<file path="config.mk">
export PLATFORM = sky130hd
export DESIGN_NAME = dscr_regs
export DESIGN_NICKNAME = d
export VERILOG_FILES = /design/src/core/dscr_pkg.sv /design/src/core/dscr_sync.sv /design/src/core/dscr_regs.sv
export SDC_FILE = /design/constraint.sdc
export NUM_CORES = 1
export LEC_CHECK = 0
export BUFFER_PORTS_ARGS = -buffer_cell sky130_fd_sc_hd__buf_4
export CAP_MARGIN = 0
export CORE_MARGIN = 3
export CORE_UTILIZATION = 35
export DETAILED_ROUTE_END_ITERATION = 10
export PLACE_DENSITY = 0.73
export SLEW_MARGIN = 10
export SYNTH_ARGS = -nofsm -noshare
export SYNTH_HDL_FRONTEND = slang
export SYNTH_SLANG_ARGS = --single-unit
</file>
<file path="constraint.sdc">
create_clock -name clk -period 4.4 [get_ports clk]
set_input_delay 0.44 -clock clk [delete_from_list [all_inputs] [get_ports clk]]
set_output_delay 0.44 -clock clk [all_outputs]
set_load 0.02 [all_outputs]
</file>
<file path="src/core/dscr_pkg.sv">
/*
  Shared constants for the converter configuration register bank:
  register indexes on both pages, field positions, reset values,
  bus encodings and the bus state type.
  Assumes a 32-bit AHB-Lite register bus with one register per aligned word.
*/
`default_nettype none

package dscr_pkg;

  // ************************************************************
  // Page windows on the register bus
  // ************************************************************
  localparam logic [31:0] DIGITAL_PAGE_BASE = 32'h0000_0000;
  localparam logic [31:0] ANALOG_PAGE_BASE = 32'h0000_0400;
  localparam int unsigned PAGE_SPAN_BITS = 10;  // 256 indexes, 4 bytes each

  // ************************************************************
  // Register indexes (byte address = page base + 4 * index)
  // ************************************************************
  localparam logic [7:0] DOWNCONV_MODE_CD_IDX = 8'hAE;
  localparam logic [7:0] TRIM_LOAD_COMMAND_IDX = 8'hB7;
  localparam logic [7:0] CORE_STATUS_IDX = 8'hF0;
  localparam logic [7:0] SYSREF_GATE_CONTROL_IDX = 8'h6A;
  localparam logic [7:0] SERIAL_SWING_SELECT_IDX = 8'h6F;
  localparam logic [7:0] LANE_AB_EMPHASIS_IDX = 8'h71;
  localparam logic [7:0] LANE_B_EMPHASIS_LOW_IDX = 8'h72;

  // ************************************************************
  // Field positions and widths
  // ************************************************************
  localparam int unsigned MODE_LSB = 0;
  localparam int unsigned MODE_W = 4;
  localparam int unsigned TRIM_BIT = 0;
  localparam int unsigned SYSREF_MASK_BIT = 1;
  localparam int unsigned SWING_LSB = 4;
  localparam int unsigned SWING_W = 3;
  localparam int unsigned LANE_A_LSB = 0;
  localparam int unsigned DEEMPH_W = 6;
  localparam int unsigned LANE_B_UP_LSB = 6;
  localparam int unsigned LANE_B_UP_W = 2;
  localparam int unsigned LANE_B_LOW_LSB = 0;
  localparam int unsigned LANE_B_LOW_W = 4;
  localparam int unsigned STAT_SYSREF_BIT = 0;
  localparam int unsigned STAT_LANE_B_OK_BIT = 1;
  localparam int unsigned STAT_TRIM_BIT = 2;

  // ************************************************************
  // Reset values
  // ************************************************************
  localparam logic [3:0] MODE_RESET = 4'h0;
  localparam logic [2:0] SWING_RESET = 3'h0;
  localparam logic [5:0] DEEMPH_RESET = 6'h00;
  localparam logic [1:0] LANE_B_UP_RESET = 2'h0;
  localparam logic [3:0] LANE_B_LOW_RESET = 4'h0;
  localparam logic [31:0] WORD_ZERO = 32'h0000_0000;

  // ************************************************************
  // Bus encodings
  // ************************************************************
  localparam logic [1:0] HTRANS_NONSEQ = 2'h2;
  localparam logic [1:0] HTRANS_SEQ = 2'h3;
  localparam logic HRESP_OKAY = 1'b0;

  typedef enum logic [1:0] {
    DSCR_IDLE,
    DSCR_WRITE,
    DSCR_READ_WAIT,
    DSCR_READ_DONE
  } dscr_bus_state_type;

endpackage

`default_nettype wire

</file>
<file path="src/core/dscr_sync.sv">
/*
  Three-stage synchroniser for one asynchronous pin.
  Assumes the pin level is slow compared with clk; the output follows
  only once the second and third stages agree.
*/
`default_nettype none

module dscr_sync (
  input wire logic clk,
  input wire logic rstn,
  input wire logic din,
  output logic dout
);
  import dscr_pkg::*;

  logic s1_reg;
  logic s2_reg;
  logic s3_reg;
  logic dout_reg;
  logic dout_next;

  // ************************************************************
  // Filter
  // ************************************************************
  // First stage feeds only the second, so a metastable value never reaches logic
  always_comb begin
    dout_next = dout_reg;
    if (s2_reg == s3_reg) begin
      dout_next = s3_reg;
    end
  end

  // Stage registers
  always_ff @(posedge clk) begin
    if (!rstn) begin
      s1_reg <= 1'b0;
      s2_reg <= 1'b0;
      s3_reg <= 1'b0;
      dout_reg <= 1'b0;
    end else begin
      s1_reg <= din;
      s2_reg <= s1_reg;
      s3_reg <= s2_reg;
      dout_reg <= dout_next;
    end
  end

  assign dout = dout_reg;

endmodule

`default_nettype wire

</file>
<file path="src/core/dscr_regs.sv">
/*
  Configuration register bank of a quad-channel receiver converter:
  downconverter mode for the C/D pair, trim-load command, reference
  pulse masking, serial output swing and lane A/B de-emphasis codes.
  Assumes a single AHB-Lite master, word transfers only, and a reference
  pulse pin that is asynchronous to clk.
*/
// The implementer's own choice: the AHB-Lite interface to the registers.
`default_nettype none

// Overview of operation
// - Low nibble selects C/D downconverter mode
// - Reserved bits read zero, ignore writes
// - Writing trim bit one loads trims
// - Mask bit one blocks reference pulse
// - Swing field bits six to four
// - Lane A code, seven valid values
// - Top bits hold lane B upper
// - All fields reset to zero
// - Next register holds lane B lower

module dscr_regs #(
  parameter logic [31:0] DIGITAL_BASE = dscr_pkg::DIGITAL_PAGE_BASE,
  parameter logic [31:0] ANALOG_BASE = dscr_pkg::ANALOG_PAGE_BASE
) (
  input wire logic clk,
  input wire logic rstn,
  input wire logic hsel,
  input wire logic [31:0] haddr,
  input wire logic [1:0] htrans,
  input wire logic hwrite,
  input wire logic [2:0] hsize,
  input wire logic [31:0] hwdata,
  input wire logic hready,
  output logic hreadyout,
  output logic hresp,
  output logic [31:0] hrdata,
  input wire logic sysref_pin,
  output logic sysref_gated,
  output logic [3:0] downconv_select_pair_cd,
  output logic trim_load_trigger,
  output logic [2:0] serial_output_amplitude,
  output logic [5:0] lane_a_deemph_code,
  output logic [5:0] lane_b_deemph_code
);
  import dscr_pkg::*;

  // ************************************************************
  // Elaboration checks
  // ************************************************************
  // Each page must sit on its own aligned window, or decoding would overlap
  if (DIGITAL_BASE[PAGE_SPAN_BITS-1:0] != '0 || ANALOG_BASE[PAGE_SPAN_BITS-1:0] != '0 ||
      DIGITAL_BASE[31:PAGE_SPAN_BITS] == ANALOG_BASE[31:PAGE_SPAN_BITS]) begin : g_bad_base
    $error("page bases must be distinct and aligned to the page span");
  end

  // ************************************************************
  // Helper functions
  // ************************************************************
  // Address falls inside a page window
  function automatic logic in_page(input logic [31:0] addr, input logic [31:0] base);
    in_page = (addr[31:PAGE_SPAN_BITS] == base[31:PAGE_SPAN_BITS]);
  endfunction

  // De-emphasis code is one of 0, 1, 3, 7, 15, 31, 63 (a run of ones from bit 0)
  function automatic logic deemph_ok(input logic [5:0] code);
    deemph_ok = ((code & (code + 6'h01)) == 6'h00);
  endfunction

  // Downconverter modes 0 to 4 and 6 to 8 exist; 5 and 9 to 15 do not
  function automatic logic mode_ok(input logic [3:0] code);
    mode_ok = (code <= 4'h8) && (code != 4'h5);
  endfunction

  // ************************************************************
  // Declarations
  // ************************************************************
  dscr_bus_state_type state_reg;
  dscr_bus_state_type state_next;
  logic cap_dig_reg;
  logic cap_dig_next;
  logic cap_ana_reg;
  logic cap_ana_next;
  logic [7:0] cap_idx_reg;
  logic [7:0] cap_idx_next;
  logic hreadyout_reg;
  logic hreadyout_next;
  logic [31:0] hrdata_reg;
  logic [31:0] hrdata_next;
  logic [31:0] rd_value;
  logic take;

  logic [3:0] mode_cd_reg;
  logic [3:0] mode_cd_next;
  logic trim_bit_reg;
  logic trim_bit_next;
  logic trim_pulse_reg;
  logic trim_pulse_next;
  logic sysref_mask_reg;
  logic sysref_mask_next;
  logic [2:0] swing_reg;
  logic [2:0] swing_next;
  logic [5:0] lane_a_reg;
  logic [5:0] lane_a_next;
  logic [1:0] lane_b_up_reg;
  logic [1:0] lane_b_up_next;
  logic [3:0] lane_b_low_reg;
  logic [3:0] lane_b_low_next;
  logic [5:0] lane_b_out_reg;
  logic [5:0] lane_b_out_next;
  logic sysref_gated_reg;
  logic sysref_gated_next;
  logic sysref_level;
  logic [5:0] lane_b_raw;
  logic [7:0] wbyte;
  logic wr_dig;
  logic wr_ana;

  // ************************************************************
  // Reference pulse input
  // ************************************************************
  dscr_sync u_sysref_sync (
    .clk(clk),
    .rstn(rstn),
    .din(sysref_pin),
    .dout(sysref_level)
  );

  // ************************************************************
  // Bus slave
  // ************************************************************
  // Address phase is taken only for NONSEQ or SEQ while the bus is ready
  assign take = hsel && hready && (htrans == HTRANS_NONSEQ || htrans == HTRANS_SEQ);

  // Reads add one wait state so read data always reflects a write that
  // finished in the cycle before; writes complete with no wait state
  always_comb begin
    state_next = state_reg;
    cap_dig_next = cap_dig_reg;
    cap_ana_next = cap_ana_reg;
    cap_idx_next = cap_idx_reg;
    hreadyout_next = 1'b1;
    hrdata_next = hrdata_reg;
    case (state_reg)
      DSCR_READ_WAIT: begin
        hrdata_next = rd_value;
        state_next = DSCR_READ_DONE;
      end
      default: begin
        if (take) begin
          cap_dig_next = in_page(haddr, DIGITAL_BASE);
          cap_ana_next = in_page(haddr, ANALOG_BASE);
          cap_idx_next = haddr[PAGE_SPAN_BITS-1:2];
          if (hwrite) begin
            state_next = DSCR_WRITE;
          end else begin
            state_next = DSCR_READ_WAIT;
            hreadyout_next = 1'b0;
          end
        end else begin
          state_next = DSCR_IDLE;
        end
      end
    endcase
  end

  // Bus state registers
  always_ff @(posedge clk) begin
    if (!rstn) begin
      state_reg <= DSCR_IDLE;
      cap_dig_reg <= 1'b0;
      cap_ana_reg <= 1'b0;
      cap_idx_reg <= 8'h00;
      hreadyout_reg <= 1'b1;
      hrdata_reg <= WORD_ZERO;
    end else begin
      state_reg <= state_next;
      cap_dig_reg <= cap_dig_next;
      cap_ana_reg <= cap_ana_next;
      cap_idx_reg <= cap_idx_next;
      hreadyout_reg <= hreadyout_next;
      hrdata_reg <= hrdata_next;
    end
  end

  // ************************************************************
  // Read decode
  // ************************************************************
  assign lane_b_raw = {lane_b_up_reg, lane_b_low_reg};

  // Unmapped offsets and reserved bits read as zero
  always_comb begin
    rd_value = WORD_ZERO;
    if (cap_dig_reg && cap_idx_reg == DOWNCONV_MODE_CD_IDX) begin
      rd_value[MODE_LSB +: MODE_W] = mode_cd_reg;
    end else if (cap_dig_reg && cap_idx_reg == TRIM_LOAD_COMMAND_IDX) begin
      rd_value[TRIM_BIT] = trim_bit_reg;
    end else if (cap_dig_reg && cap_idx_reg == CORE_STATUS_IDX) begin
      rd_value[STAT_SYSREF_BIT] = sysref_level;
      rd_value[STAT_LANE_B_OK_BIT] = deemph_ok(lane_b_raw);
      rd_value[STAT_TRIM_BIT] = trim_pulse_reg;
    end else if (cap_ana_reg && cap_idx_reg == SYSREF_GATE_CONTROL_IDX) begin
      rd_value[SYSREF_MASK_BIT] = sysref_mask_reg;
    end else if (cap_ana_reg && cap_idx_reg == SERIAL_SWING_SELECT_IDX) begin
      rd_value[SWING_LSB +: SWING_W] = swing_reg;
    end else if (cap_ana_reg && cap_idx_reg == LANE_AB_EMPHASIS_IDX) begin
      rd_value[LANE_A_LSB +: DEEMPH_W] = lane_a_reg;
      rd_value[LANE_B_UP_LSB +: LANE_B_UP_W] = lane_b_up_reg;
    end else if (cap_ana_reg && cap_idx_reg == LANE_B_EMPHASIS_LOW_IDX) begin
      rd_value[LANE_B_LOW_LSB +: LANE_B_LOW_W] = lane_b_low_reg;
    end
  end

  // ************************************************************
  // Configuration fields
  // ************************************************************
  assign wbyte = hwdata[7:0];
  assign wr_dig = (state_reg == DSCR_WRITE) && cap_dig_reg;
  assign wr_ana = (state_reg == DSCR_WRITE) && cap_ana_reg;

  // Writes land in the data phase; only defined field bits are stored
  always_comb begin
    mode_cd_next = mode_cd_reg;
    trim_bit_next = trim_bit_reg;
    trim_pulse_next = 1'b0;
    sysref_mask_next = sysref_mask_reg;
    swing_next = swing_reg;
    lane_a_next = lane_a_reg;
    lane_b_up_next = lane_b_up_reg;
    lane_b_low_next = lane_b_low_reg;
    if (wr_dig && cap_idx_reg == DOWNCONV_MODE_CD_IDX) begin
      // Unsupported modes are dropped so the datapath never sees them
      if (mode_ok(wbyte[MODE_LSB +: MODE_W])) begin
        mode_cd_next = wbyte[MODE_LSB +: MODE_W];
      end
    end else if (wr_dig && cap_idx_reg == TRIM_LOAD_COMMAND_IDX) begin
      trim_bit_next = wbyte[TRIM_BIT];
      trim_pulse_next = wbyte[TRIM_BIT];
    end else if (wr_ana && cap_idx_reg == SYSREF_GATE_CONTROL_IDX) begin
      sysref_mask_next = wbyte[SYSREF_MASK_BIT];
    end else if (wr_ana && cap_idx_reg == SERIAL_SWING_SELECT_IDX) begin
      swing_next = wbyte[SWING_LSB +: SWING_W];
    end else if (wr_ana && cap_idx_reg == LANE_AB_EMPHASIS_IDX) begin
      // A lane A code outside the run-of-ones set is ignored
      if (deemph_ok(wbyte[LANE_A_LSB +: DEEMPH_W])) begin
        lane_a_next = wbyte[LANE_A_LSB +: DEEMPH_W];
      end
      lane_b_up_next = wbyte[LANE_B_UP_LSB +: LANE_B_UP_W];
    end else if (wr_ana && cap_idx_reg == LANE_B_EMPHASIS_LOW_IDX) begin
      lane_b_low_next = wbyte[LANE_B_LOW_LSB +: LANE_B_LOW_W];
    end
  end

  // Lane B is written in two halves, so a half-updated code may be invalid;
  // the transmitter keeps the last valid code until both halves agree
  always_comb begin
    lane_b_out_next = lane_b_out_reg;
    if (deemph_ok(lane_b_raw)) begin
      lane_b_out_next = lane_b_raw;
    end
  end

  // Masked reference pulses never reach the timing logic
  always_comb begin
    sysref_gated_next = sysref_level && !sysref_mask_reg;
  end

  // Field registers, all zero after reset
  always_ff @(posedge clk) begin
    if (!rstn) begin
      mode_cd_reg <= MODE_RESET;
      trim_bit_reg <= 1'b0;
      trim_pulse_reg <= 1'b0;
      sysref_mask_reg <= 1'b0;
      swing_reg <= SWING_RESET;
      lane_a_reg <= DEEMPH_RESET;
      lane_b_up_reg <= LANE_B_UP_RESET;
      lane_b_low_reg <= LANE_B_LOW_RESET;
      lane_b_out_reg <= DEEMPH_RESET;
      sysref_gated_reg <= 1'b0;
    end else begin
      mode_cd_reg <= mode_cd_next;
      trim_bit_reg <= trim_bit_next;
      trim_pulse_reg <= trim_pulse_next;
      sysref_mask_reg <= sysref_mask_next;
      swing_reg <= swing_next;
      lane_a_reg <= lane_a_next;
      lane_b_up_reg <= lane_b_up_next;
      lane_b_low_reg <= lane_b_low_next;
      lane_b_out_reg <= lane_b_out_next;
      sysref_gated_reg <= sysref_gated_next;
    end
  end

  // ************************************************************
  // Outputs
  // ************************************************************
  assign hreadyout = hreadyout_reg;
  assign hresp = HRESP_OKAY;
  assign hrdata = hrdata_reg;
  assign sysref_gated = sysref_gated_reg;
  assign downconv_select_pair_cd = mode_cd_reg;
  assign trim_load_trigger = trim_pulse_reg;
  assign serial_output_amplitude = swing_reg;
  assign lane_a_deemph_code = lane_a_reg;
  assign lane_b_deemph_code = lane_b_out_reg;

endmodule

`default_nettype wire

</file>
[Yosys cells after proc, flatten, opt, wreduce, memory -nomap -nowiden]
Index checks and enable logic that the tools add are counted.
Widths: inputs -> output; s select.
Storage, ports and cells
  register bits after elaboration: 54
  bits in latches: 0
  RAM bits: 0
  memory bits (read-only): 0
  input port bits: 75
  memories: 0
Operators by class
  add/subtract/negate cells: 2
  $mul: 0
  divide/modulo/power cells: 0
  $lt $le $gt $ge: 1
  equal/unequal tests: 14
  shifts and indexed selects: 0
  mux-type cells: 28
  bitwise logic cells: 10
  reduce and logical (&&, ||, !) cells: 34
Operators by type and width (count)
  $mux 4: 15
  $eq 8x7->1 const B: 4
  $eq 8x8->1 const B: 3
  $eq 22x1->1 const B: 1
  $logic_not 22->1: 1
  $logic_and 1x1->1: 19
  $add 6x1->6 const B: 2
  $and 6x6->6: 2
  $logic_not 6->1: 2
  $reduce_and 6->1: 2
  $not 1->1: 8
  $mux 7: 1
  $eq 2x2->1 const B: 3
  $mux 2: 3
  $mux 3: 2
  $mux 6: 1
  $reduce_and 2->1: 3
  $reduce_or 3->1: 2
  $mux 1: 5
  $mux 5: 1
  $reduce_and 5->1: 1
  $le 4x4->1 const B: 1
  $ne 4x3->1 const B: 1
  $reduce_and 4->1: 1
  other kinds (5): 5

[Depth between registers and ports, before layout]
Gate-level depths: netlist of the first run.
  depth after elaboration: 13
  mapped depth: 6
  mapped depth without buffers: 4

[Hierarchy]
From an unflattened synthesis of the first run, not the netlist that was laid out.
Unflattened totals
  cell total of the unflattened synthesis: 308
  area total of the unflattened synthesis: 2623.8 um^2
By module, submodules not included
  dscr_regs: times used 1, cells an instance 298, area each 2507.4 um^2
  dscr_sync: times used 1, cells an instance 10, area each 116.4 um^2

[Worst setup path before layout of the first run]
Ideal clock, no wire load.
  path kind: reg2reg
  start: register cap_idx_reg[0]
  end: register mode_cd_reg[3] (netlist: downconv_select_pair_cd[3])
  setup time: 71 ps
  data arrival time: 1757 ps
  data required time: 4329 ps
  path slack: 2572 ps
  cell stages (with the launch flop): 6
  buffers on the path: 1
  cells stage by stage: dfxtp_1 -> or3b_1 -> buf_2 -> or4_4 -> or3_1 -> a21oi_1
Between the ends
  word-level cells in the longest chain between the ends: 3
Ends and longest elaborated chain
  start: declaration: line dscr_regs.sv:84  | logic [7:0] cap_idx_reg;
  start signal: assignment: line dscr_regs.sv:180  | cap_idx_reg <= cap_idx_next;
  $eq 8x8->1: line dscr_regs.sv:231  | if (wr_dig && cap_idx_reg == DOWNCONV_MODE_CD_IDX) begin
  $logic_and 1x1->1: line dscr_regs.sv:231
  $reduce_and 2->1 (no line)
  end signal: assignment: line dscr_regs.sv:282  | mode_cd_reg <= mode_cd_next;
  end: declaration: line dscr_regs.sv:93  | logic [3:0] mode_cd_reg;
No other way between the ends.
A chain may end at the register's enable or synchronous reset.

[Worst setup path after layout of the first run]
  start: register cap_idx_reg[4]
  end: register lane_a_reg[3] (netlist: lane_a_deemph_code[3])
Between the ends
  word-level cells in the longest chain between the ends: 4
  elaborated cells between the ends (all ways): 15
  those cells by class: 5 x eq/ne; 4 x bitwise; 6 x reduce/logical
Ends and longest elaborated chain
  $eq 8x7->1 (tied with other cells): line dscr_regs.sv:241  | end else if (wr_ana && cap_idx_reg == SERIAL_SWING_SELECT_IDX) begin
  $logic_and 1x1->1, on equally long branches
  $not 1->1 (no line)
  $reduce_and 6->1 (no line) (*)
  end signal: assignment: line dscr_regs.sv:287  | lane_a_reg <= lane_a_next;
  end: declaration: line dscr_regs.sv:103  | logic [5:0] lane_a_reg;
Every way passes the cells marked *; elsewhere a longest branch is shown, timed or not.

==> results.sh, run 1 <==
export IMPL_worst_slack_ps=1983
export IMPL_synth_edf_count=0
export IMPL_skew_ps=6.576
export IMPL_clock_sinks=54
export IMPL_cp_max_fo=9
export IMPL_start_util_pct=37.11
export IMPL_grt_max_degree=42
export IMPL_yosys_most_used_dff="dfxtp_1"
export IMPL_syn_area_mm2=0.002605
export IMPL_fin_nets=457
export IMPL_critPathRequiredTime_ps=4640
export IMPL_max_freq_mhz=413.7
export IMPL_timing_final_crit_share_pct=54.94
export IMPL_critPathCaptureType="flop"
export IMPL_wl_per_cell_um=13.75
export IMPL_wirelength_um=6587
export IMPL_ys_async_sr_fraction_pct=0
export IMPL_io_pins=130
export IMPL_synth_seq_area_share_pct=41.50
export IMPL_yosys_warnings=0
export IMPL_die_w_um=92.27
export IMPL_powerDensity_mw_per_mm2=270.4
export IMPL_seqPwrFrac_pct=57.3
export IMPL_leakagePower_nw=1.315
export IMPL_synth_most_common_cell="dfxtp_1"
export IMPL_clk_path_buf_depth=2
export IMPL_htree_levels=2
export IMPL_rsz0062_at_grt="false"
export IMPL_fin_tns_setup_ps=0
export IMPL_cts_buffers=5
export IMPL_clock_power_share_pct=32.5
export IMPL_synth_top_area_share_pct=41.50
export IMPL_combPwrFrac_pct=10.2
export IMPL_use_met3_pct=4.266
export IMPL_use_met2_pct=26.46
export IMPL_grt_pass1_wl_um=10890
export IMPL_pre_cts_slack_ps=2025
export IMPL_ys_ff_latch=54
export IMPL_grt_pass1_vias=2341
export IMPL_diodes=0
export IMPL_cts_tree="done"
export IMPL_busiest_layer="met2"
export IMPL_critPathLaunchType="flop"
export IMPL_portBuffers=74
export IMPL_rows=30
export IMPL_synth_commonest_cells="54 x dfxtp_1, 39 x nand2_1, 26 x a21oi_1, 26 x buf_4, 24 x nor2_1"
export IMPL_clk_insertion_delay_late_ps=310
export IMPL_clk_pin_slew_ps=90
export IMPL_worst_ir_drop_vdd_uv=91.09
export IMPL_dieHeight_um=92.27
export IMPL_grt_total_usage_pct=15.86
export IMPL_hold_path_class="input pin to flop"
export IMPL_postRouteAntennaNets=0
export IMPL_drv_slew=0
export IMPL_firstDrtPassIters=4
export IMPL_cts_root_buffer="clkbuf_8"
export IMPL_period_minus_slack_ps=2417
export IMPL_setup_worst_path_class="flop to flop"
export IMPL_finalSetupViolCount=0
export IMPL_status="completed"
export IMPL_synth_cells=315
export IMPL_dieArea_mm2=0.008514
export IMPL_antenna_found_initial=0
export IMPL_drv_cap=0
export IMPL_first_iter_violations=141
export IMPL_post_cts_resized=0
export IMPL_core_mm2=0.007019
export IMPL_p_int_uw=656.8
export IMPL_drc=0
export IMPL_critPathArrivalTime_ps=2660
export IMPL_finalHoldViolCount=0
export IMPL_ys_top_cells_by_area="dfxtp_1 41%, buf_4 7.5%, mux2i_1 5.8%"
export IMPL_syn_area_per_cell_um2=8.270
export IMPL_synth_distinct_cells=42
export IMPL_gp_congestion=0.8593
export IMPL_worst_pin_slew_ps=1089
export IMPL_dp_hpwl_um=5066
export IMPL_cts_setup_buffers=0
export IMPL_p_sw_share_pct=24.52
export IMPL_slew_headroom_pct=26.93
export IMPL_yosys_area_top_type="dfxtp_1"
export IMPL_final_layout_size_suffix_gt1_share_pct=21.93
export IMPL_total_power_uw=870.2
export IMPL_area_growth_pct=23.54
export IMPL_dpl_cell_count=471
export IMPL_vias=2424
export IMPL_via_per_inst=5.061
export IMPL_ctsHoldBuffers=0
export IMPL_p_sw_uw=213.4
export IMPL_fin_cells=479
export IMPL_met1_usage_pct=19.69
export IMPL_grt_overflow=0
## power groups by stage
stage	Clock (mW)	Combinational (mW)	Sequential [mW]
global route	0.313	0.0978	0.500
detailed placement	0	0.0885	0.510
global placement	0	0.0873	0.510
floorplan	0	0.0626	0.510
CTS	0.293	0.0886	0.499
finish	0.282	0.0887	0.499
## path summary, 6_finish.rpt
| check | slack, ps | startpoint | cells after the start | to |
|---|---|---|---|---|
| worst max register to register | 1980 | cap_idx_reg[4] | 4 | lane_a_deemph_code[3] |
| worst max-delay path | 1980 | cap_idx_reg[4] | 4 | lane_a_deemph_code[3] |
| worst min-delay path | 340 | sysref_pin | 2 | u_sysref_sync.s1_reg |
| worst min register to register | 440 | u_sysref_sync.s1_reg | 1 | u_sysref_sync.s2_reg |
## cell type report
type	instances	area, um^2
clock buffer	7	86.33
clock inverter	1	5.005
fill	740	3801
inverter	6	22.52
multi-input combinational	241	1348
sequential	54	1081
tap	96	120.1
timing repair buffer	74	555.5
## worst max-delay path, cell delays in order, from the launching register on
cell and delay, ps:
dfxtp_1 440, nand4bb_1 340, nor4_1 910, o21a_1 430, mux2i_1 230
## per-layer routing
metal / wire length [um] / part of all wire [%]
met1: 2897 / 44
met5: 0 / 0
met3: 463 / 7.0
met2: 3111 / 47
met4: 114 / 1.7
## logic make-up after synthesis
| kind of cell | synth area share, % |
|---|---|
| flip-flops | 41.50 |
| AND/OR/NAND/NOR | 29.01 |
| multiplexers | 5.764 |
| other | 0.1440 |
| AO/OA/AOI/OAI | 13.35 |
| buffers and inverters | 10.23 |
## through the flow
stage | area, um^2 | hold WS (ps) | utilization, %
finish | 3218 | 336.3 | 45.85
floorplan | 2695 | 411.9 | -
detailed placement | 3127 | 424.0 | 44.55
global route | 3218 | 336.0 | 45.85
CTS | 3218 | 325.6 | 45.85
global placement | 3127 | 413.7 | 44.55
## layout by cell type, fill, tap and decap left out, drive strengths merged, types with 4 or more instances in the layout
cell,instances
nand3b,5
nor3,11
clkbuf,7
inv,5
nor2,24
and2,4
nand2,39
nand4,4
a21oi,26
or3,4
o21ai,14
nand2b,4
nand3,8
dfxtp,54
conb,25
nor2b,9
nor4,10
buf,74
mux2i,15
or4,4
and3,5
Note: power is estimated with default switching activity, not from simulation.
==> run 2, diff against run 1 <==
==> constraint.sdc (replaced) <==
create_clock -name clk -period 2.5 [get_ports clk]
set_input_delay 0.25 -clock clk [delete_from_list [all_inputs] [get_ports clk]]
set_output_delay 0.25 -clock clk [all_outputs]
set_load 0.02 [all_outputs]
==> run 2 against run 1 <==
Compared with the run above: combinational power increased by 77%; utilization increased by 0.62 points; cell area increased by 1.4%; global-route usage decreased by 0.24 points; sequential share of layout area decreased by 0.45 points; non-clock buffer count increased by 3; via count increased by 0.87%; die area unchanged; clock power increased by 110%; register-to-register slack got worse by 1500 ps.
==> results.sh, run 2 (same netlist as run 1, synthesis figures left out) <==
export IMPL_critPathLaunchType="flop"
export IMPL_hold_path_cell_count=2
export IMPL_cts_buffers=5
export IMPL_final_area_mm2=0.003262
export IMPL_antenna_found_initial=0
export IMPL_portBuffers=74
export IMPL_via_per_inst=5.083
export IMPL_drc=0
export IMPL_period_minus_slack_ps=2013
export IMPL_max_freq_mhz=496.7
export IMPL_rsz0062_at_grt="false"
export IMPL_drv_cap=0
export IMPL_hold_end="u_sysref_sync.s1_reg"
export IMPL_cp_max_fo=13
export IMPL_leakagePower_nw=1.343
export IMPL_postRouteAntennaNets=0
export IMPL_firstDrtPassIters=4
export IMPL_setup_worst_path_class="flop to flop"
export IMPL_most_common_layout_cells="77 x buf_4, 54 x dfxtp_1, 39 x nand2_1"
export IMPL_final_common_cell="buf_4"
export IMPL_finalHoldViolCount=0
export IMPL_gp_congestion=0.8597
export IMPL_r2r_setup_slack_ps=490
export IMPL_wl_per_cell_um=13.58
export IMPL_powerDensity_mw_per_mm2=499.7
export IMPL_fin_tns_setup_ps=0
export IMPL_dpl_instance_area_mm2=0.003149
export IMPL_cts_root_buffer="clkbuf_8"
export IMPL_drv_slew=0
export IMPL_grt_max_degree=42
export IMPL_grt_total_usage_pct=15.61
export IMPL_worst_ir_drop_vdd_uv=217.9
export IMPL_cts_setup_buffers=0
export IMPL_dp_hpwl_um=5070
export IMPL_r2r_start="cap_idx_reg[1]"
export IMPL_skew_ps=9.730
export IMPL_clock_sinks=54
export IMPL_min_delay_start="sysref_pin"
export IMPL_first_iter_violations=150
export IMPL_reg2reg_to="downconv_select_pair_cd[0]"
export IMPL_timing_final_crit_share_pct=80.54
export IMPL_n_fill_cell=728
export IMPL_clk_path_buf_depth=2
export IMPL_fin_nets=460
export IMPL_io_pins=130
export IMPL_hold_path_class="input pin to flop"
export IMPL_slew_headroom_pct=46.54
export IMPL_diodes=0
export IMPL_area_growth_pct=25.22
export IMPL_finalSetupViolCount=0
export IMPL_start_util_pct=37.11
export IMPL_seq_area_mm2=0.001081
export IMPL_grt_overflow=0
export IMPL_dieHeight_um=92.27
export IMPL_dieArea_mm2=0.008514
export IMPL_status="completed"
export IMPL_htree_levels=2
export IMPL_critPathCaptureType="flop"
export IMPL_post_cts_resized=0
export IMPL_critPathArrivalTime_ps=2250
export IMPL_critPathRequiredTime_ps=2730
export IMPL_core_mm2=0.007019
export IMPL_multi_input_area_mm2=0.001348
export IMPL_wirelength_um=6533
export IMPL_cts_tree="done"
export IMPL_vias=2445
export IMPL_grt_pass1_wl_um=10750
export IMPL_final_layout_size_suffix_gt1_share_pct=22.86
export IMPL_crit_path_start="cap_idx_reg[1]"
export IMPL_die_w_um=92.27
export IMPL_rows=30
export IMPL_worst_pin_slew_ps=781.7
export IMPL_ctsHoldBuffers=0
export IMPL_clk_pin_slew_ps=90
export IMPL_ff2ff_path_depth=4
export IMPL_grt_pass1_vias=2272
export IMPL_final_util_pct=46.47
export IMPL_clk_insertion_delay_late_ps=310
-- run 2: cell types whose count changed in the layout (fill, tap and decap cells not counted), sizes merged --
cell / before / now
buf: 74 / 77
clkinv: 2 / 0
clkbuf: 7 / 6
inv: 5 / 6
bufinv: 0 / 1
-- run 2: metrics by stage --
| stage | cells | worst slack (ps) | hold WS (ps) | power, mW |
|---|---|---|---|---|
| 6_report | 481 | 486.6 | 143.2 | 1.630 |
| 3_5_place_dp | 474 | 499.7 | 426.5 | 1.055 |
| 4_1_cts | 481 | 486.9 | 138.0 | 1.638 |
| 2_1_floorplan | 339 | 672.1 | 353.7 | 1.008 |
| 3_3_place_gp | 474 | 557.9 | 413.6 | 1.052 |
| 5_1_grt | 481 | 326.8 | 147.2 | 1.686 |
-- run 2: layout make-up --
cell class              instances  area share [%]
clock buffers                   6           2.532
multi-input cells             241           41.31
well taps                      96           3.682
repair buffers                 77           17.72
inverters                       6          0.6904
flip-flops and latches         54           33.14
clock inverters                 1          0.9206
-- run 2: where the power goes --
part           internal [mW]  switching (mW)  leakage, nW  total (mW)
logic                 0.0636          0.0937        0.850       0.157
clock network          0.321           0.274       0.0573       0.594
registers              0.869         0.00917        0.436       0.878
-- run 2: critical path: stages, from the launching register on --
cell and delay (ps):
dfxtp_1 600, nand3_1 260, or4_4 610, or3_1 320, a21oi_1 140
-- run 2: layer usage --
layer | global-route usage [%] | wire, um
met5 | 0 | 0
met4 | 4.208 | 76
met3 | 4.430 | 555
met2 | 25.91 | 3156
met1 | 19.83 | 2744
-- run 2: worst max path at each step --
stage               slack, ps                    endpoint
floorplan                 670  downconv_select_pair_cd[3]
global placement          560           lane_b_low_reg[0]
detailed placement        500           lane_b_low_reg[2]
CTS                       490  downconv_select_pair_cd[0]
global route              330       lane_a_deemph_code[5]
finish                    490  downconv_select_pair_cd[0]
==> run 3, diff against run 2 <==
==> constraint.sdc (replaced) <==
create_clock -name clk -period 2.1 [get_ports clk]
set_input_delay 0.21 -clock clk [delete_from_list [all_inputs] [get_ports clk]]
set_output_delay 0.21 -clock clk [all_outputs]
set_load 0.02 [all_outputs]
==> run 3 against run 2 <==
Compared with the run above: sequential power rose by 18%; routed wire length increased by 2.7%; sequential share of layout area down 0.59 points; highest routed layer unchanged; largest cell class unchanged; critical path depth did not move.
==> results.sh, run 3 (same netlist as run 1, synthesis figures left out) <==
export IMPL_max_freq_mhz=509.1
export IMPL_portBuffers=74
export IMPL_cts_buffers=5
export IMPL_slew_headroom_pct=57.40
export IMPL_seqPwrFrac_pct=56.1
export IMPL_crit_slowest_cell="or4_4"
export IMPL_dp_hpwl_um=5287
export IMPL_post_cts_resized=0
export IMPL_worst_pin_slew_ps=638.3
export IMPL_period_minus_slack_ps=1964
export IMPL_via_per_inst=5.082
export IMPL_drc=0
export IMPL_first_iter_violations=104
export IMPL_combPwrFrac_pct=10.7
export IMPL_final_area_mm2=0.003321
export IMPL_grt_max_degree=23
export IMPL_setup_worst_path_class="flop to flop"
export IMPL_critPathLaunchType="flop"
export IMPL_cts_tree="done"
export IMPL_p_sw_uw=471.5
export IMPL_pre_cts_slack_ps=200.8
export IMPL_timing_final_crit_share_pct=93.54
export IMPL_clk_insertion_delay_late_ps=310
export IMPL_n_fill_cell=719
export IMPL_fin_tns_setup_ps=0
export IMPL_drv_slew=0
export IMPL_worst_slack_ps=135.6
export IMPL_skew_ps=5.612
export IMPL_clock_sinks=54
export IMPL_dieArea_mm2=0.008514
export IMPL_final_common_cell="buf_4"
export IMPL_powerDensity_mw_per_mm2=560.4
export IMPL_critPathArrivalTime_ps=2200
export IMPL_p_int_mw=1.389
export IMPL_dpl_cell_count=482
export IMPL_vias=2490
export IMPL_drv_cap=0
export IMPL_total_power_mw=1.861
export IMPL_finalSetupViolCount=0
export IMPL_ctsHoldBuffers=0
export IMPL_grt_overflow=0
export IMPL_firstDrtPassIters=4
export IMPL_start_util_pct=37.11
export IMPL_clock_power_share_pct=33.2
export IMPL_postRouteAntennaNets=0
export IMPL_rows=30
export IMPL_critPathCaptureType="flop"
export IMPL_core_mm2=0.007019
export IMPL_final_layout_size_suffix_gt1_share_pct=24.37
export IMPL_clk_path_buf_depth=2
export IMPL_grt_pass1_vias=2448
export IMPL_finalHoldViolCount=0
export IMPL_cts_root_buffer="clkbuf_8"
export IMPL_diodes=0
export IMPL_dpl_instance_area_mm2=0.003222
export IMPL_rsz0062_at_grt="false"
export IMPL_wirelength_um=6708
export IMPL_dieHeight_um=92.27
export IMPL_area_growth_pct=27.47
export IMPL_cp_max_fo=6
export IMPL_critPathRequiredTime_ps=2340
export IMPL_grt_total_usage_pct=16.14
export IMPL_antenna_found_initial=0
export IMPL_gp_congestion=0.8557
export IMPL_most_common_layout_cells="84 x buf_4, 54 x dfxtp_1, 39 x nand2_1"
export IMPL_io_pins=130
export IMPL_htree_levels=2
export IMPL_fin_nets=468
export IMPL_worst_ir_drop_vdd_uv=239.4
export IMPL_wl_per_cell_um=13.69
export IMPL_fin_cells=490
export IMPL_status="completed"
export IMPL_clk_pin_slew_ps=90
export IMPL_grt_pass1_wl_um=11200
export IMPL_cp_cell_sequence="or3b_1 -> or4_4 -> or3_1 -> a21oi_1"
export IMPL_leakagePower_nw=1.380
export IMPL_hold_path_class="input pin to flop"
export IMPL_cpPeakStageDelay_ps=560
export IMPL_cts_setup_buffers=0
export IMPL_p_sw_share_pct=25.34
export IMPL_die_w_um=92.27
[run 3: layout make-up]
class	instances	area (um^2)	area share (%)
repair buffers	85	650.6	19.59
clock inverters	2	16.27	0.4898
flip-flops and latches	54	1081	32.55
multi-input cells	241	1348	40.58
well taps	96	120.1	3.617
clock buffers	6	82.58	2.487
inverters	6	22.52	0.6782
[run 3: power by group through the flow]
stage	registers [mW]	logic, mW	clock network (mW)
finish	1.04	0.199	0.618
global route	1.05	0.219	0.678
CTS	1.04	0.199	0.632
detailed placement	1.07	0.198	0
global placement	1.07	0.195	0
floorplan	1.07	0.131	0
[run 3: final timing paths]
| path | endpoint | start | slack (ps) | depth (start not counted) |
|---|---|---|---|---|
| worst min-delay path | u_sysref_sync.s1_reg | sysref_pin | 110 | 2 |
| worst min register to register | u_sysref_sync.s2_reg | u_sysref_sync.s1_reg | 440 | 1 |
| worst max register to register | downconv_select_pair_cd[3] | cap_idx_reg[3] | 140 | 4 |
| worst max-delay path | downconv_select_pair_cd[3] | cap_idx_reg[3] | 140 | 4 |
[run 3: worst max-delay path, delay by kind of cell, from the launching register on]
kind	cells	cell delay [ps]
compound gates	1	140
flops	1	400
simple gates	3	1360
[run 3: metal layers]
layer	wire length [um]	track usage [%]	vias up
li1	-	-	1221
met1	2934	19.90	1163
met4	82	3.960	0
met5	0	0	-
met3	504	4.266	8
met2	3187	27.92	98
[run 3: metrics by stage]
stage               hold WS (ps)  util, %
global route               102.6    47.31
floorplan                  313.7        -
global placement           414.0    45.90
detailed placement         419.6    45.90
CTS                        101.6    47.31
finish                     105.8    47.31
